$ cat config.mk
export PLATFORM = sky130hd
export DESIGN_NAME = dfo_top
export DESIGN_NICKNAME = d
export VERILOG_FILES = /design/src/common/dfo_pkg.sv /design/src/hdl/dfo_top.sv /design/src/hdl/dfo_fir3.sv
export SDC_FILE = /design/constraint.sdc
export NUM_CORES = 2
export LEC_CHECK = 0
export BUFFER_PORTS_ARGS = -buffer_cell sky130_fd_sc_hd__buf_2
export CAP_MARGIN = 20
export CORE_MARGIN = 2
export CORE_UTILIZATION = 60
export DETAILED_ROUTE_END_ITERATION = 8
export PLACE_DENSITY_LB_ADDON = 0.3
export SYNTH_ARGS = -nofsm -noshare
export SYNTH_HDL_FRONTEND = slang
export SYNTH_HIERARCHICAL = 1
export SYNTH_SLANG_ARGS = --single-unit
$ cat constraint.sdc
create_clock -name mclk -period 24.7 [get_ports mclk]
set_clock_uncertainty 0.05 [all_clocks]
set_input_delay 6.175 -clock mclk [delete_from_list [all_inputs] [get_ports mclk]]
set_output_delay 6.175 -clock mclk [all_outputs]
set_load 0.01 [all_outputs]
$ cat src/common/dfo_pkg.sv
package dfo_pkg;
  localparam int CLK_HZ = 100_000_000;
  localparam int FS_STEP_HZ = 4_000;
  localparam logic [15:0] FS_MOD = 16'(CLK_HZ / FS_STEP_HZ);
  localparam int ACC_W = 48;
  localparam int DW = 24;
  localparam int GW = 20;
  localparam int CIC_LOG2 = 6;
  localparam int CIC_NORM_SH = DW - 2 - 3 * CIC_LOG2;
  localparam int GAIN_SH = 9;
  localparam logic signed [31:0] SMAX = 32'sh007FFFFF;
  localparam logic signed [31:0] SMIN = 32'shFF800000;
  localparam logic [10:0] LIM_FILL = 11'h7FF;
  // Register indices; the byte address is four times the index.
  localparam logic [7:0] IX_DECIM = 8'h02;
  localparam logic [7:0] IX_CLK = 8'h05;
  localparam logic [7:0] IX_LIMIT = 8'h07;
  localparam logic [7:0] IX_CHAN = 8'h09;
  localparam logic [7:0] IX_GAIN_B = 8'h1A;
  localparam logic [7:0] IX_FRST = 8'h24;
  localparam logic [7:0] IX_DSR = 8'h2B;
  localparam logic [7:0] IX_SAMPLE = 8'h38;
  localparam logic [7:0] IX_IRQ_ST = 8'h39;
  localparam logic [7:0] IX_IRQ_MASK = 8'h3A;
  // Field positions inside the register words.
  localparam int DECIM_LO = 23;
  localparam int CLK_LO = 25;
  localparam int LIMIT_LO = 20;
  localparam int CHAN_LO = 18;
  localparam int GAIN_B_LO = 12;
  localparam int GAIN_A_LO = 0;
  localparam int FRST_BIT = 26;
  localparam int DSR_BIT = 23;
  localparam int SEL_LO = 21;
  localparam int IRQ_SAMPLE = 0;
  localparam int IRQ_CLIP = 1;
  // Reset values and codes.
  localparam logic [2:0] DECIM_RST = 3'h3;
  localparam logic [6:0] CLK_RST = 7'h64;
  localparam logic [11:0] LIMIT_MAX = 12'hFFF;
  localparam logic FRST_RST = 1'b1;
  localparam logic [GW-1:0] GAIN_RST = 20'h001F4;
  localparam logic [1:0] CHAN_B = 2'h2;
  localparam logic [1:0] SEL_HALF = 2'h1;
  localparam logic [1:0] SEL_CIC = 2'h2;
  localparam logic [2:0] HALF_DEC = 3'h2;
  localparam logic [2:0] DROOP_DEC_R1 = 3'h2;
  localparam logic [2:0] DROOP_DEC_R2 = 3'h4;
  localparam int HALF_C0 = 1;
  localparam int HALF_C1 = 2;
  localparam int HALF_SH = 2;
  localparam int DROOP_C0 = -1;
  localparam int DROOP_C1 = 10;
  localparam int DROOP_SH = 3;
  localparam logic [2:0] HSIZE_WORD = 3'h2;

  typedef struct packed {
    logic ready;
    logic [DW-1:0] data;
  } dfo_sample_t;

  typedef enum logic [1:0] {BUS_IDLE, BUS_WR, BUS_RD, BUS_RDY} dfo_bus_t;
endpackage

$ cat src/hdl/dfo_top.sv
// The AHB-Lite interface to the registers was decided locally.
`timescale 1ns/10ps
`default_nettype none
module dfo_top
  import dfo_pkg::*;
(
  // Clock and reset.
  input wire logic mclk,
  input wire logic rstn,
  // Modulator bit stream from the front end.
  input wire logic mod_bit,
  // AHB-Lite register slave.
  input wire logic hsel,
  input wire logic [31:0] haddr,
  input wire logic [1:0] htrans,
  input wire logic hwrite,
  input wire logic [2:0] hsize,
  input wire logic [31:0] hwdata,
  input wire logic hready,
  output logic hreadyout,
  output logic hresp,
  output logic [31:0] hrdata,
  // Output samples and interrupt.
  output var dfo_sample_t sample_out,
  output logic sample_strobe,
  output logic irq
);
  typedef struct packed {
    logic [1:0] sync;
    dfo_bus_t bus;
    logic [7:0] idx;
    logic wok;
    logic [31:0] rdata;
    logic [2:0] decim;
    logic [6:0] clkcfg;
    logic [11:0] limit;
    logic frst;
    logic dsr;
    logic [1:0] sel;
    logic [1:0] chan;
    logic signed [GW-1:0] gain_a;
    logic signed [GW-1:0] gain_b;
    logic [1:0] irq_st;
    logic [1:0] irq_mask;
    logic [15:0] fs_acc;
    logic [13:0] cic_cnt;
    logic [13:0] tk;
    logic signed [ACC_W-1:0] i1;
    logic signed [ACC_W-1:0] i2;
    logic signed [ACC_W-1:0] i3;
    logic signed [ACC_W-1:0] c1;
    logic signed [ACC_W-1:0] c2;
    logic signed [ACC_W-1:0] c3;
    logic signed [DW-1:0] cic_y;
    logic cic_vld;
    dfo_sample_t smp;
    logic strobe;
  } dfo_st_t;

  dfo_st_t st_ff, nxt_st;
  logic [16:0] fs_sum;
  logic fs_tick;
  logic [13:0] cic_last;
  logic signed [ACC_W-1:0] x;
  logic signed [ACC_W-1:0] d1;
  logic signed [ACC_W-1:0] d2;
  logic signed [ACC_W-1:0] d3;
  logic signed [ACC_W-1:0] nrm;
  logic signed [ACC_W-1:0] prod;
  logic signed [DW-1:0] half_y;
  logic signed [DW-1:0] droop_y;
  logic signed [DW-1:0] pick;
  logic signed [DW-1:0] gsat;
  logic signed [DW-1:0] lim;
  logic signed [GW-1:0] gain;
  logic [DW-1:0] bound;
  logic [31:0] rd_word;
  logic half_vld;
  logic droop_vld;
  logic out_vld;
  logic clip;
  logic acc_req;
  logic wr_en;
  logic rd_smp;
  logic [1:0] irq_clr;
  logic [1:0] irq_set;
  logic [2:0] droop_ratio;

  // Half-band stage, always decimating by two.
  dfo_fir3 #(
    .C0(HALF_C0),
    .C1(HALF_C1),
    .SH(HALF_SH)
  ) u_half (
    .mclk(mclk),
    .rstn(rstn),
    .clear(st_ff.frst),
    .ratio(HALF_DEC),
    .in_valid(st_ff.cic_vld),
    .in_data(st_ff.cic_y),
    .out_valid(half_vld),
    .out_data(half_y)
  );

  // Droop correction boosts the band edge that the comb stage attenuates.
  assign droop_ratio = st_ff.dsr ? DROOP_DEC_R2 : DROOP_DEC_R1;
  dfo_fir3 #(
    .C0(DROOP_C0),
    .C1(DROOP_C1),
    .SH(DROOP_SH)
  ) u_droop (
    .mclk(mclk),
    .rstn(rstn),
    .clear(st_ff.frst),
    .ratio(droop_ratio),
    .in_valid(half_vld),
    .in_data(half_y),
    .out_valid(droop_vld),
    .out_data(droop_y)
  );

  // Sampling tick, comb arithmetic, output scaling and the read mux.
  always_comb begin
    fs_sum = 17'(st_ff.fs_acc) + 17'(st_ff.clkcfg);
    fs_tick = fs_sum >= 17'(FS_MOD);
    cic_last = 14'((15'h1 << (4'(st_ff.decim) + 4'(CIC_LOG2))) - 15'h1);
    x = st_ff.sync[1] ? ACC_W'(1) : -ACC_W'(1);
    d1 = st_ff.i3 - st_ff.c1;
    d2 = d1 - st_ff.c2;
    d3 = d2 - st_ff.c3;
    nrm = (d3 <<< CIC_NORM_SH) >>> (6'(st_ff.decim) * 6'h3);
    // A bypassed stage neither filters nor decimates, so the rate follows the pick.
    case (st_ff.sel)
      SEL_HALF: {pick, out_vld} = {half_y, half_vld};
      SEL_CIC: {pick, out_vld} = {st_ff.cic_y, st_ff.cic_vld};
      default: {pick, out_vld} = {droop_y, droop_vld};
    endcase
    gain = (st_ff.chan == CHAN_B) ? st_ff.gain_b : st_ff.gain_a;
    prod = (ACC_W'(pick) * ACC_W'(gain)) >>> GAIN_SH;
    if (prod > ACC_W'(SMAX)) begin
      gsat = SMAX[DW-1:0];
    end else if (prod < ACC_W'(SMIN)) begin
      gsat = SMIN[DW-1:0];
    end else begin
      gsat = prod[DW-1:0];
    end
    bound = {1'b0, st_ff.limit, LIM_FILL};
    lim = gsat;
    clip = 1'b0;
    if (st_ff.limit != LIMIT_MAX) begin
      if (gsat > $signed(bound)) begin
        lim = $signed(bound);
        clip = 1'b1;
      end else if (gsat < -$signed(bound)) begin
        lim = -$signed(bound);
        clip = 1'b1;
      end
    end
    rd_word = 32'h0;
    case (st_ff.idx)
      IX_DECIM: rd_word[DECIM_LO +: 3] = st_ff.decim;
      IX_CLK: rd_word[CLK_LO +: 7] = st_ff.clkcfg;
      IX_LIMIT: rd_word[LIMIT_LO +: 12] = st_ff.limit;
      IX_CHAN: rd_word[CHAN_LO +: 2] = st_ff.chan;
      IX_GAIN_B: rd_word[GAIN_B_LO +: GW] = st_ff.gain_b;
      IX_FRST: begin
        rd_word[FRST_BIT] = st_ff.frst;
        rd_word[GAIN_A_LO +: GW] = st_ff.gain_a;
      end
      IX_DSR: begin
        rd_word[DSR_BIT] = st_ff.dsr;
        rd_word[SEL_LO +: 2] = st_ff.sel;
      end
      IX_SAMPLE: rd_word[DW:0] = st_ff.smp;
      IX_IRQ_ST: rd_word[1:0] = st_ff.irq_st;
      IX_IRQ_MASK: rd_word[1:0] = st_ff.irq_mask;
      default: rd_word = 32'h0;
    endcase
  end

  // Next state: bus slave, register writes, filter chain and sample output.
  always_comb begin
    nxt_st = st_ff;
    acc_req = hsel && hready && htrans[1];
    wr_en = 1'b0;
    rd_smp = 1'b0;
    irq_set = 2'h0;
    nxt_st.sync = {st_ff.sync[0], mod_bit};
    nxt_st.fs_acc = fs_tick ? 16'(fs_sum - 17'(FS_MOD)) : fs_sum[15:0];
    nxt_st.cic_vld = 1'b0;
    nxt_st.strobe = 1'b0;
    case (st_ff.bus)
      BUS_RD: begin
        nxt_st.rdata = rd_word;
        rd_smp = (st_ff.idx == IX_SAMPLE);
        nxt_st.bus = BUS_RDY;
      end
      default: begin
        wr_en = (st_ff.bus == BUS_WR) && st_ff.wok;
        if (acc_req) begin
          nxt_st.idx = haddr[9:2];
          nxt_st.wok = (hsize == HSIZE_WORD);
          nxt_st.bus = hwrite ? BUS_WR : BUS_RD;
        end else begin
          nxt_st.bus = BUS_IDLE;
        end
      end
    endcase
    if (wr_en) begin
      case (st_ff.idx)
        IX_DECIM: nxt_st.decim = hwdata[DECIM_LO +: 3];
        IX_CLK: nxt_st.clkcfg = hwdata[CLK_LO +: 7];
        IX_LIMIT: nxt_st.limit = hwdata[LIMIT_LO +: 12];
        IX_CHAN: nxt_st.chan = hwdata[CHAN_LO +: 2];
        IX_GAIN_B: nxt_st.gain_b = hwdata[GAIN_B_LO +: GW];
        IX_FRST: begin
          nxt_st.frst = hwdata[FRST_BIT];
          nxt_st.gain_a = hwdata[GAIN_A_LO +: GW];
        end
        IX_DSR: begin
          nxt_st.dsr = hwdata[DSR_BIT];
          nxt_st.sel = hwdata[SEL_LO +: 2];
        end
        IX_IRQ_MASK: nxt_st.irq_mask = hwdata[1:0];
        default: nxt_st.irq_mask = st_ff.irq_mask;
      endcase
    end
    irq_clr = (wr_en && st_ff.idx == IX_IRQ_ST) ? hwdata[1:0] : 2'h0;
    // Comb-integrator stage; the filter reset keeps every accumulator clear.
    if (st_ff.frst) begin
      nxt_st.i1 = '0;
      nxt_st.i2 = '0;
      nxt_st.i3 = '0;
      nxt_st.c1 = '0;
      nxt_st.c2 = '0;
      nxt_st.c3 = '0;
      nxt_st.cic_cnt = 14'h0;
      nxt_st.tk = 14'h0;
      nxt_st.cic_y = '0;
    end else if (fs_tick) begin
      nxt_st.i1 = st_ff.i1 + x;
      nxt_st.i2 = st_ff.i2 + st_ff.i1;
      nxt_st.i3 = st_ff.i3 + st_ff.i2;
      nxt_st.tk = st_ff.tk + 14'h1;
      if (st_ff.cic_cnt >= cic_last) begin
        nxt_st.cic_cnt = 14'h0;
        nxt_st.c1 = st_ff.i3;
        nxt_st.c2 = d1;
        nxt_st.c3 = d2;
        nxt_st.cic_y = nrm[DW-1:0];
        nxt_st.cic_vld = 1'b1;
      end else begin
        nxt_st.cic_cnt = st_ff.cic_cnt + 14'h1;
      end
    end else if (st_ff.cic_vld) begin
      nxt_st.tk = 14'h0;
    end
    // Output word; a new sample beats a read that clears data-ready.
    if (out_vld && !st_ff.frst) begin
      nxt_st.smp.data = lim;
      nxt_st.strobe = 1'b1;
      irq_set[IRQ_SAMPLE] = 1'b1;
      irq_set[IRQ_CLIP] = clip;
    end
    nxt_st.smp.ready = (st_ff.smp.ready & ~rd_smp) | irq_set[IRQ_SAMPLE];
    if (st_ff.frst) begin
      nxt_st.smp.ready = 1'b0;
    end
    nxt_st.irq_st = (st_ff.irq_st & ~irq_clr) | irq_set;
  end

  // State register with documented reset values.
  always_ff @(posedge mclk or negedge rstn) begin
    if (!rstn) begin
      st_ff <= '0;
      st_ff.decim <= DECIM_RST;
      st_ff.clkcfg <= CLK_RST;
      st_ff.limit <= LIMIT_MAX;
      st_ff.frst <= FRST_RST;
      st_ff.chan <= CHAN_B;
      st_ff.gain_a <= GAIN_RST;
      st_ff.gain_b <= GAIN_RST;
    end else begin
      st_ff <= nxt_st;
    end
  end

  // Outputs.
  assign hreadyout = (st_ff.bus != BUS_RD);
  assign hresp = 1'b0;
  assign hrdata = st_ff.rdata;
  assign sample_out = st_ff.smp;
  assign sample_strobe = st_ff.strobe;
  assign irq = |(st_ff.irq_st & st_ff.irq_mask);

  // Stage order: half-band output follows a comb output.
  property p_order;
    @(posedge mclk) disable iff (!rstn)
      half_vld |-> $past(st_ff.cic_vld);
  endproperty
  a_order: assert property (p_order)
    else $error("Half-band output without comb input.");

  // Comb decimation spans two to the factor plus six sampling ticks.
  property p_cic_rate;
    @(posedge mclk) disable iff (!rstn)
      st_ff.cic_vld && !$past(st_ff.frst) |-> st_ff.tk == $past(cic_last) + 14'h1;
  endproperty
  a_cic_rate: assert property (p_cic_rate)
    else $error("Comb decimation count wrong.");

  // Phase accumulator stays below its modulus.
  property p_fs;
    @(posedge mclk) disable iff (!rstn)
      st_ff.fs_acc < FS_MOD;
  endproperty
  a_fs: assert property (p_fs)
    else $error("Sampling accumulator overflow.");

  // Limited samples stay within the programmed bound.
  property p_limit;
    @(posedge mclk) disable iff (!rstn)
      st_ff.strobe && $past(st_ff.limit) != LIMIT_MAX |->
        $signed(st_ff.smp.data) <= $signed($past(bound)) &&
        $signed(st_ff.smp.data) >= -$signed($past(bound));
  endproperty
  a_limit: assert property (p_limit)
    else $error("Sample exceeds output limit.");

  // At the maximum limit the gained word passes unchanged.
  property p_pass;
    @(posedge mclk) disable iff (!rstn)
      out_vld && !st_ff.frst && st_ff.limit == LIMIT_MAX |=> st_ff.smp.data == $past(gsat);
  endproperty
  a_pass: assert property (p_pass)
    else $error("Unlimited sample was altered.");

  // The filter reset silences the droop stage from the next cycle.
  property p_frst;
    @(posedge mclk) disable iff (!rstn)
      st_ff.frst |=> !droop_vld && !half_vld;
  endproperty
  a_frst: assert property (p_frst)
    else $error("Filter produced output under reset.");

  // Accumulators clear and data-ready low while the filter reset holds.
  property p_hold;
    @(posedge mclk) disable iff (!rstn)
      st_ff.frst |=> st_ff.i3 == '0 && st_ff.cic_cnt == 14'h0 && !st_ff.smp.ready && !st_ff.strobe;
  endproperty
  a_hold: assert property (p_hold)
    else $error("Filter state not held in reset.");

  // Each accepted output of the picked stage becomes a ready sample and a sticky event.
  property p_ready;
    @(posedge mclk) disable iff (!rstn)
      out_vld && !st_ff.frst |=> st_ff.strobe && st_ff.smp.ready && st_ff.irq_st[IRQ_SAMPLE];
  endproperty
  a_ready: assert property (p_ready)
    else $error("Sample not presented with data-ready.");
endmodule
`default_nettype wire

$ cat src/hdl/dfo_fir3.sv
`timescale 1ns/10ps
`default_nettype none
module dfo_fir3
  import dfo_pkg::*;
#(
  parameter int C0 = 1,
  parameter int C1 = 2,
  parameter int SH = 2
) (
  // Clock and reset.
  input wire logic mclk,
  input wire logic rstn,
  // Control.
  input wire logic clear,
  input wire logic [2:0] ratio,
  // Input samples.
  input wire logic in_valid,
  input wire logic signed [DW-1:0] in_data,
  // Output samples.
  output logic out_valid,
  output logic signed [DW-1:0] out_data
);
  typedef struct packed {
    logic signed [DW-1:0] x1;
    logic signed [DW-1:0] x2;
    logic [2:0] cnt;
    logic vld;
    logic signed [DW-1:0] y;
  } dfo_fir_st_t;

  dfo_fir_st_t st_ff, nxt_st;
  logic signed [31:0] acc;
  logic signed [31:0] shd;

  // Symmetric three-tap sum, scaled, saturated and kept every ratio-th input.
  always_comb begin
    nxt_st = st_ff;
    nxt_st.vld = 1'b0;
    acc = 32'(C0) * 32'(in_data) + 32'(C1) * 32'(st_ff.x1) + 32'(C0) * 32'(st_ff.x2);
    shd = acc >>> SH;
    if (clear) begin
      nxt_st = '0;
    end else if (in_valid) begin
      nxt_st.x1 = in_data;
      nxt_st.x2 = st_ff.x1;
      if (st_ff.cnt >= ratio - 3'h1) begin
        nxt_st.cnt = 3'h0;
        nxt_st.vld = 1'b1;
        if (shd > SMAX) begin
          nxt_st.y = SMAX[DW-1:0];
        end else if (shd < SMIN) begin
          nxt_st.y = SMIN[DW-1:0];
        end else begin
          nxt_st.y = shd[DW-1:0];
        end
      end else begin
        nxt_st.cnt = st_ff.cnt + 3'h1;
      end
    end
  end

  // State register.
  always_ff @(posedge mclk or negedge rstn) begin
    if (!rstn) begin
      st_ff <= '0;
    end else begin
      st_ff <= nxt_st;
    end
  end

  assign out_valid = st_ff.vld;
  assign out_data = st_ff.y;

  // An output follows the last input of each decimation group.
  property p_fir_decim;
    @(posedge mclk) disable iff (!rstn)
      in_valid && !clear && st_ff.cnt == ratio - 3'h1 |=> out_valid;
  endproperty
  a_fir_decim: assert property (p_fir_decim)
    else $error("Decimated output missing.");
endmodule
`default_nettype wire

After elaboration in Yosys (flattened, before gate mapping)

Cells that the tools add are included.

Word-level logic and storage cells: 185
Register bits after elaboration: 648

Multiplexer cells: 54
Add/subtract/negate cells: 22
Equality and inequality tests: 18
Bitwise operators: 8
Multiply operators: 3
Shift operators: 2
Reductions and logical operators: 26
$lt $le $gt $ge: 12

Operator list:

| operator              | count |
|---|---|
| $mux 340              | 1 |
| $mux 313              | 1 |
| $mux 76               | 4 |
| $mux 24               | 9 |
| $mux 169              | 1 |
| $add 48x48->48        | 3 |
| $sub 48x48->48        | 2 |
| $add 32x32->32        | 2 |
| $neg 24->32           | 2 |
| $mux 14               | 4 |
| $mux 25               | 2 |
| $mux 48               | 1 |
| $pmux 24 s2           | 1 |
| $sshr 48x5->24        | 1 |
| $mul 24x20->44        | 1 |
| $sub 44x44->44        | 1 |
| $eq 8x6->1 const B    | 5 |
| $gt 35x24->1 const B  | 1 |
| $lt 35x24->1 const B  | 1 |
| $gt 30x24->1 const B  | 1 |
| $lt 30x24->1 const B  | 1 |
| $gt 29x24->1 const B  | 1 |
| $lt 29x24->1 const B  | 1 |
| $add 14x1->14 const B | 2 |
| other kinds (52)      | 96 |

Depth between registers and ports, before layout

Depth in word-level cells: 13
Gate-level depth with buffers: 51
Depth with buffers taken out: 46

Modules after synthesis

The synthesis kept the hierarchy.

By module, submodules not included:

| module             | cells each | area an instance (um2) | instances |
|---|---|---|---|
| dfo_top            | 6395       | 54597.4                | 1 |
| dfo_fir3 (u_droop) | 757        | 7113.1                 | 1 |
| dfo_fir3 (u_half)  | 491        | 5173.7                 | 1 |

Least setup slack after synthesis

OpenSTA, ideal clock, no wires.

Path type: register to register
Start: register st_ff[427] in the netlist's numbering
End: register st_ff (netlist bit sample_out[13])
Clock period less this slack: 12568 ps
Cell stages (with the launch flop): 45
Required time: 24526 ps
Arrival: 12394 ps
Slack: 12132 ps
Cells stage by stage: dfrtp_1 -> nand2b_1 -> buf_2 -> buf_1 -> mux2i_1 -> clkbuf_1 -> nor2_1 -> fa_1 -> inv_1 -> fa_1 -> inv_1 -> fa_1 -> inv_1 -> fa_1 -> inv_1 -> fa_1 -> inv_1 -> fa_1 -> [9 not listed] -> a311o_1 -> xnor2_2 -> o21ai_1 -> or4_1 -> o41ai_2 -> clkbuf_1 -> nand2_1 -> ha_1 -> nor3_1 -> nor4b_1 -> nor4b_1 -> or4b_2 -> or3_1 -> nor4_1 -> a2111o_1 -> nor3_2 -> buf_2 -> a211o_1

Cells in the longest elaborated chain, start to end: 10

Ends and longest elaborated chain:

| item                   | line           | source |
|---|---|---|
| start, declared        | dfo_top.sv:60  | `dfo_st_t st_ff, nxt_st;` |
| start signal, assigned | dfo_top.sv:284 | `st_ff <= nxt_st;` |
| $eq 2x2->1 (*)         | dfo_top.sv:138 | `gain = (st_ff.chan == CHAN_B) ? st_ff.gain_b : st_ff.gain_a;` |
| $mux 20 (*)            | dfo_top.sv:138 |  |
| $mul 24x20->44 (*)     | dfo_top.sv:139 | `prod = (ACC_W'(pick) * ACC_W'(gain)) >>> GAIN_SH;` |
| $lt 35x24->1           | dfo_top.sv:142 | `end else if (prod < ACC_W'(SMIN)) begin` |
| $mux 24                | dfo_top.sv:142 |  |
| $mux 24 (*)            | dfo_top.sv:140 | `if (prod > ACC_W'(SMAX)) begin` |
| $lt 24x24->1           | dfo_top.sv:154 | `end else if (gsat < -$signed(bound)) begin` |
| $mux 24                | dfo_top.sv:154 |  |
| $mux 24                | dfo_top.sv:151 | `if (gsat > $signed(bound)) begin` |
| $mux 24 (*)            | dfo_top.sv:150 | `if (st_ff.limit != LIMIT_MAX) begin` |

Every way passes the cells marked *; elsewhere a longest branch is shown, timed or not.
A chain may end at the register's enable or synchronous reset.

Worst setup path after layout

Start: register st_ff[429] in the netlist's numbering
End: register st_ff (netlist bit sample_out[16])

Cells in the longest elaborated chain, start to end: 10

Ends and longest elaborated chain:

| item                                            | line           | source |
|---|---|---|
| $eq 2x2->1 / $eq 2x1->1 (equally long branches) | dfo_top.sv:133 | `case (st_ff.sel)` |
| $pmux 24 s2                                     | dfo_top.sv:133 |  |
| $mul 24x20->44                                  | dfo_top.sv:139 |  |
| $lt 35x24->1                                    | dfo_top.sv:142 |  |
| $mux 24                                         | dfo_top.sv:142 |  |
| $mux 24                                         | dfo_top.sv:140 |  |
| $lt 24x24->1                                    | dfo_top.sv:154 |  |
| $mux 24                                         | dfo_top.sv:154 |  |
| $mux 24                                         | dfo_top.sv:151 |  |
| $mux 24                                         | dfo_top.sv:150 |  |

Parallel ways exist; a longest one is shown, timed or not.

==> run metrics <==
Tcrit/Tclk final=roughly three fifths; Root Buffer=clkbuf_16; chip height=338 um; Routed wire per std cell=19.2 um; CP peak stage delay=1.06 ns; IO Port Bufs=109; Synth cell types=111; 1st-pass router iterations=9; syn avg cell area=8.75 um2; total routed wirelength=173 mm; number of global-route vias before repair=~55000; mux cell area share after synthesis=4.56%; cts repair resizes=0; share of layout cells above drive strength 1=7.41%; HPWL after DPL=133 mm; HP Start=nxt_st[499]$_DFF_PN0_; FMAX=about 66 MHz; Synth Area in Compound Gates=between 10% and 20%; Leak Pwr=34.5 nW; Synth Area in XOR/XNOR=around 4.6%; later-pin clock latency in the skew report=~0.66 ns; clk sinks=614; Min-Delay Path Class=flip-flop to flip-flop; most common cell in the netlist=inv_1; register clock-pin slew on the reported worst setup and hold paths=about 0.070 ns; final setup fails=0; io pins=roughly 140; initial antenna violation count=2; initial core utilization=60.4%; final global-route overflow total=0; worst r2r src=st_ff[429]$_DFFE_PN0P_; Max-slew headroom=22.8%; placed inst area=67900 um2; Nets=approximately 8700; Mapped Cells=7643; critical path type=flip-flop to flip-flop; FP Rows=about 120; Slowest-stage cell, CP=ha_2; Post-Synth Simple-Gate Area=approximately 14%; share of the synthesized area in the top cell type=21.8%; R2R setup slack=9.51 ns; Main synth FF type=dfrtp_1; Worst Hold Path Cells=0; peak supply drop=0.0541 mV; # DRC=0; RSZ-0062 raised after global routing=no; largest net degree at the start of global routing=178; Post-DRT Antenna Nets=0; EDFF count, synth=0; Power Density=approximately 39 nW/um2; largest cells by area after synthesis=dfrtp_1, fa_1, ha_1, inv_1, nand2_1; Slew Limit Fails=0; CP required=25.22 ns; synth warn=6; Area growth, synth to finish=5.35%; CTS tree=done; core area=111000 um2; crit start category=flip-flop; Vias=54700; Die Wd=approximately 340 um; RR Endpoint=sample_out[16]$_DFFE_PN0P_; Final min period=15.19 ns; mapped cell area=between 60000 and 70000 um2; H-tree depth=3; crit-path max FO=72; Max Cap Viol=0; critical path endpoint category=flip-flop; top post-synthesis cells by count=inv_1, nand2_1, nor2_1, dfrtp_1, fa_1; DRT iter0 DRCs=slightly above 4000; Vias/cell=a little over 6; setup TNS=0 ns; largest area contributor in the netlist=dfrtp_1; Post-synth ARST share=100%; Post-CTS Setup Inserts=0; post-synthesis sequential area ratio=~23%; Num CTS Buffers=74; Inst Count DP=just under 9000; first-pass GRT wire length=around 280 mm; WHS=between 0.2 and 0.3 ns; CTS max path bufs=3; worst hold path endpoint=st_ff[499]$_DFF_PN0_; largest family of logic cells by synthesized area=adder cells; synthesized flop and latch total=614; worst reg-to-reg path cell count=41; final core utilization=between 60 and 70%; Worst-Margin Slew=between 1 and 1.5 ns; post-route cell area=70500 um2; cts hold-fix bufs=0; Final Hold Viols=0; run status=completed; adder-cell share of the synthesized area=26.6%; GPL Wtd Cong=slightly below 1; Post-Layout Cell Count=9035; Critical Path AT=15.71 ns; die area=114000 um2; Total GRT Usage=30.6%
## power by group
group / internal [mW] / total, mW / switching, mW
logic: 0.175 / 0.501 / 0.325
clock network: 0.669 / 1.11 / 0.445
registers: 1.06 / 1.11 / 0.0571
## sequential cells by signal, indices dropped and copies added (netlist names)
signal             count
u_droop/st_ff         51
st_ff                391
u_half/out_valid       1
sample_out            25
u_half/st_ff          51
bound                 12
u_droop/out_data      24
nxt_st                 1
hrdata                32
u_droop/out_valid      1
u_half/out_data       24
sample_strobe          1
## how the worst max path moves through the flow
stage	start	endpoint	slack, ns	depth (start not counted)
after global placement	st_ff[429]$_DFFE_PN0P_	sample_out[16]$_DFFE_PN0P_	9.88	40
after floorplan	st_ff[427]$_DFFE_PN0P_	sample_out[13]$_DFFE_PN0P_	12.13	44
final	st_ff[429]$_DFFE_PN0P_	sample_out[16]$_DFFE_PN0P_	9.51	41
after detailed placement	st_ff[429]$_DFFE_PN0P_	sample_out[16]$_DFFE_PN0P_	9.80	41
after global routing	st_ff[429]$_DFFE_PN0P_	sample_out[16]$_DFFE_PN0P_	8.83	41
after CTS	st_ff[429]$_DFFE_PN0P_	sample_out[16]$_DFFE_PN0P_	9.74	41
## layout by cell type, fill, tap and decap left out, types with 49 or more instances in the layout
cell and instances:
a211oi_1 75, a21o_1 196, a21oi_1 498, a22o_1 131, a31oi_1 55, and3_1 62
buf_2 108, buf_4 78, clkbuf_16 74, dfrtp_1 581, fa_1 552, ha_1 538
inv_1 892, mux2_2 90, mux2i_1 175, nand2_1 783, nand2b_1 90, nand3_1 111
nand4_1 51, nor2_1 722, nor2b_1 61, nor3_1 89, o21a_1 88, o21ai_0 291
o21bai_1 49, xnor2_1 229, xor2_1 118
## worst max-delay path, delay by kind of cell, from the launching register on
kind / cells / cell delay [ns]
AND/OR/NAND/NOR: 14 / 4.62
buffers and inverters: 7 / 0.81
AO/OA/AOI/OAI: 9 / 3.00
XOR/XNOR: 1 / 0.29
adder cells (fa/ha/maj): 10 / 5.93
flip-flops: 1 / 0.39
## final cells by class
cell class	instances	area, um2
Antenna cell	1	2.50
Sequential cell	614	15400
Inverter	898	3370
Tap cell	1488	1860
Timing Repair Buffer	192	1220
Multi-Input combinational cell	5710	46100
Fill cell	9133	40200
Clock buffer	97	2010
Clock inverter	35	445
## through the flow
step | power (mW) | setup slack, ns
6_report | 2.73 | 9.51
5_1_grt | 2.84 | 8.83
4_1_cts | 2.74 | 9.74
3_5_place_dp | 1.62 | 9.80
3_3_place_gp | 1.61 | 9.88
2_1_floorplan | 1.47 | 12.13
## metal layers
layer  vias to the layer above  track usage [%]  part of all wire, %
met5                         -                0                    0
met1                     26600             38.1                   40
li1                      25700                -                    -
met4                         0             15.6                  5.4
met2                      1798             51.7                   48
met3                       531             4.87                  6.4
## logic make-up (layout without fill, tap and decap cells)
kind of cell             after synthesis  after routing
AO/OA/AOI/OAI                       1826           1826
other                                  2              6
XOR/XNOR                             351            351
adder cells (fa/ha/maj)             1091           1091
AND/OR/NAND/NOR                     2154           2154
flip-flops                           614            614
buffers and inverters               1322           1222
multiplexers                         283            283
Note: power is estimated with default switching activity, not from simulation.
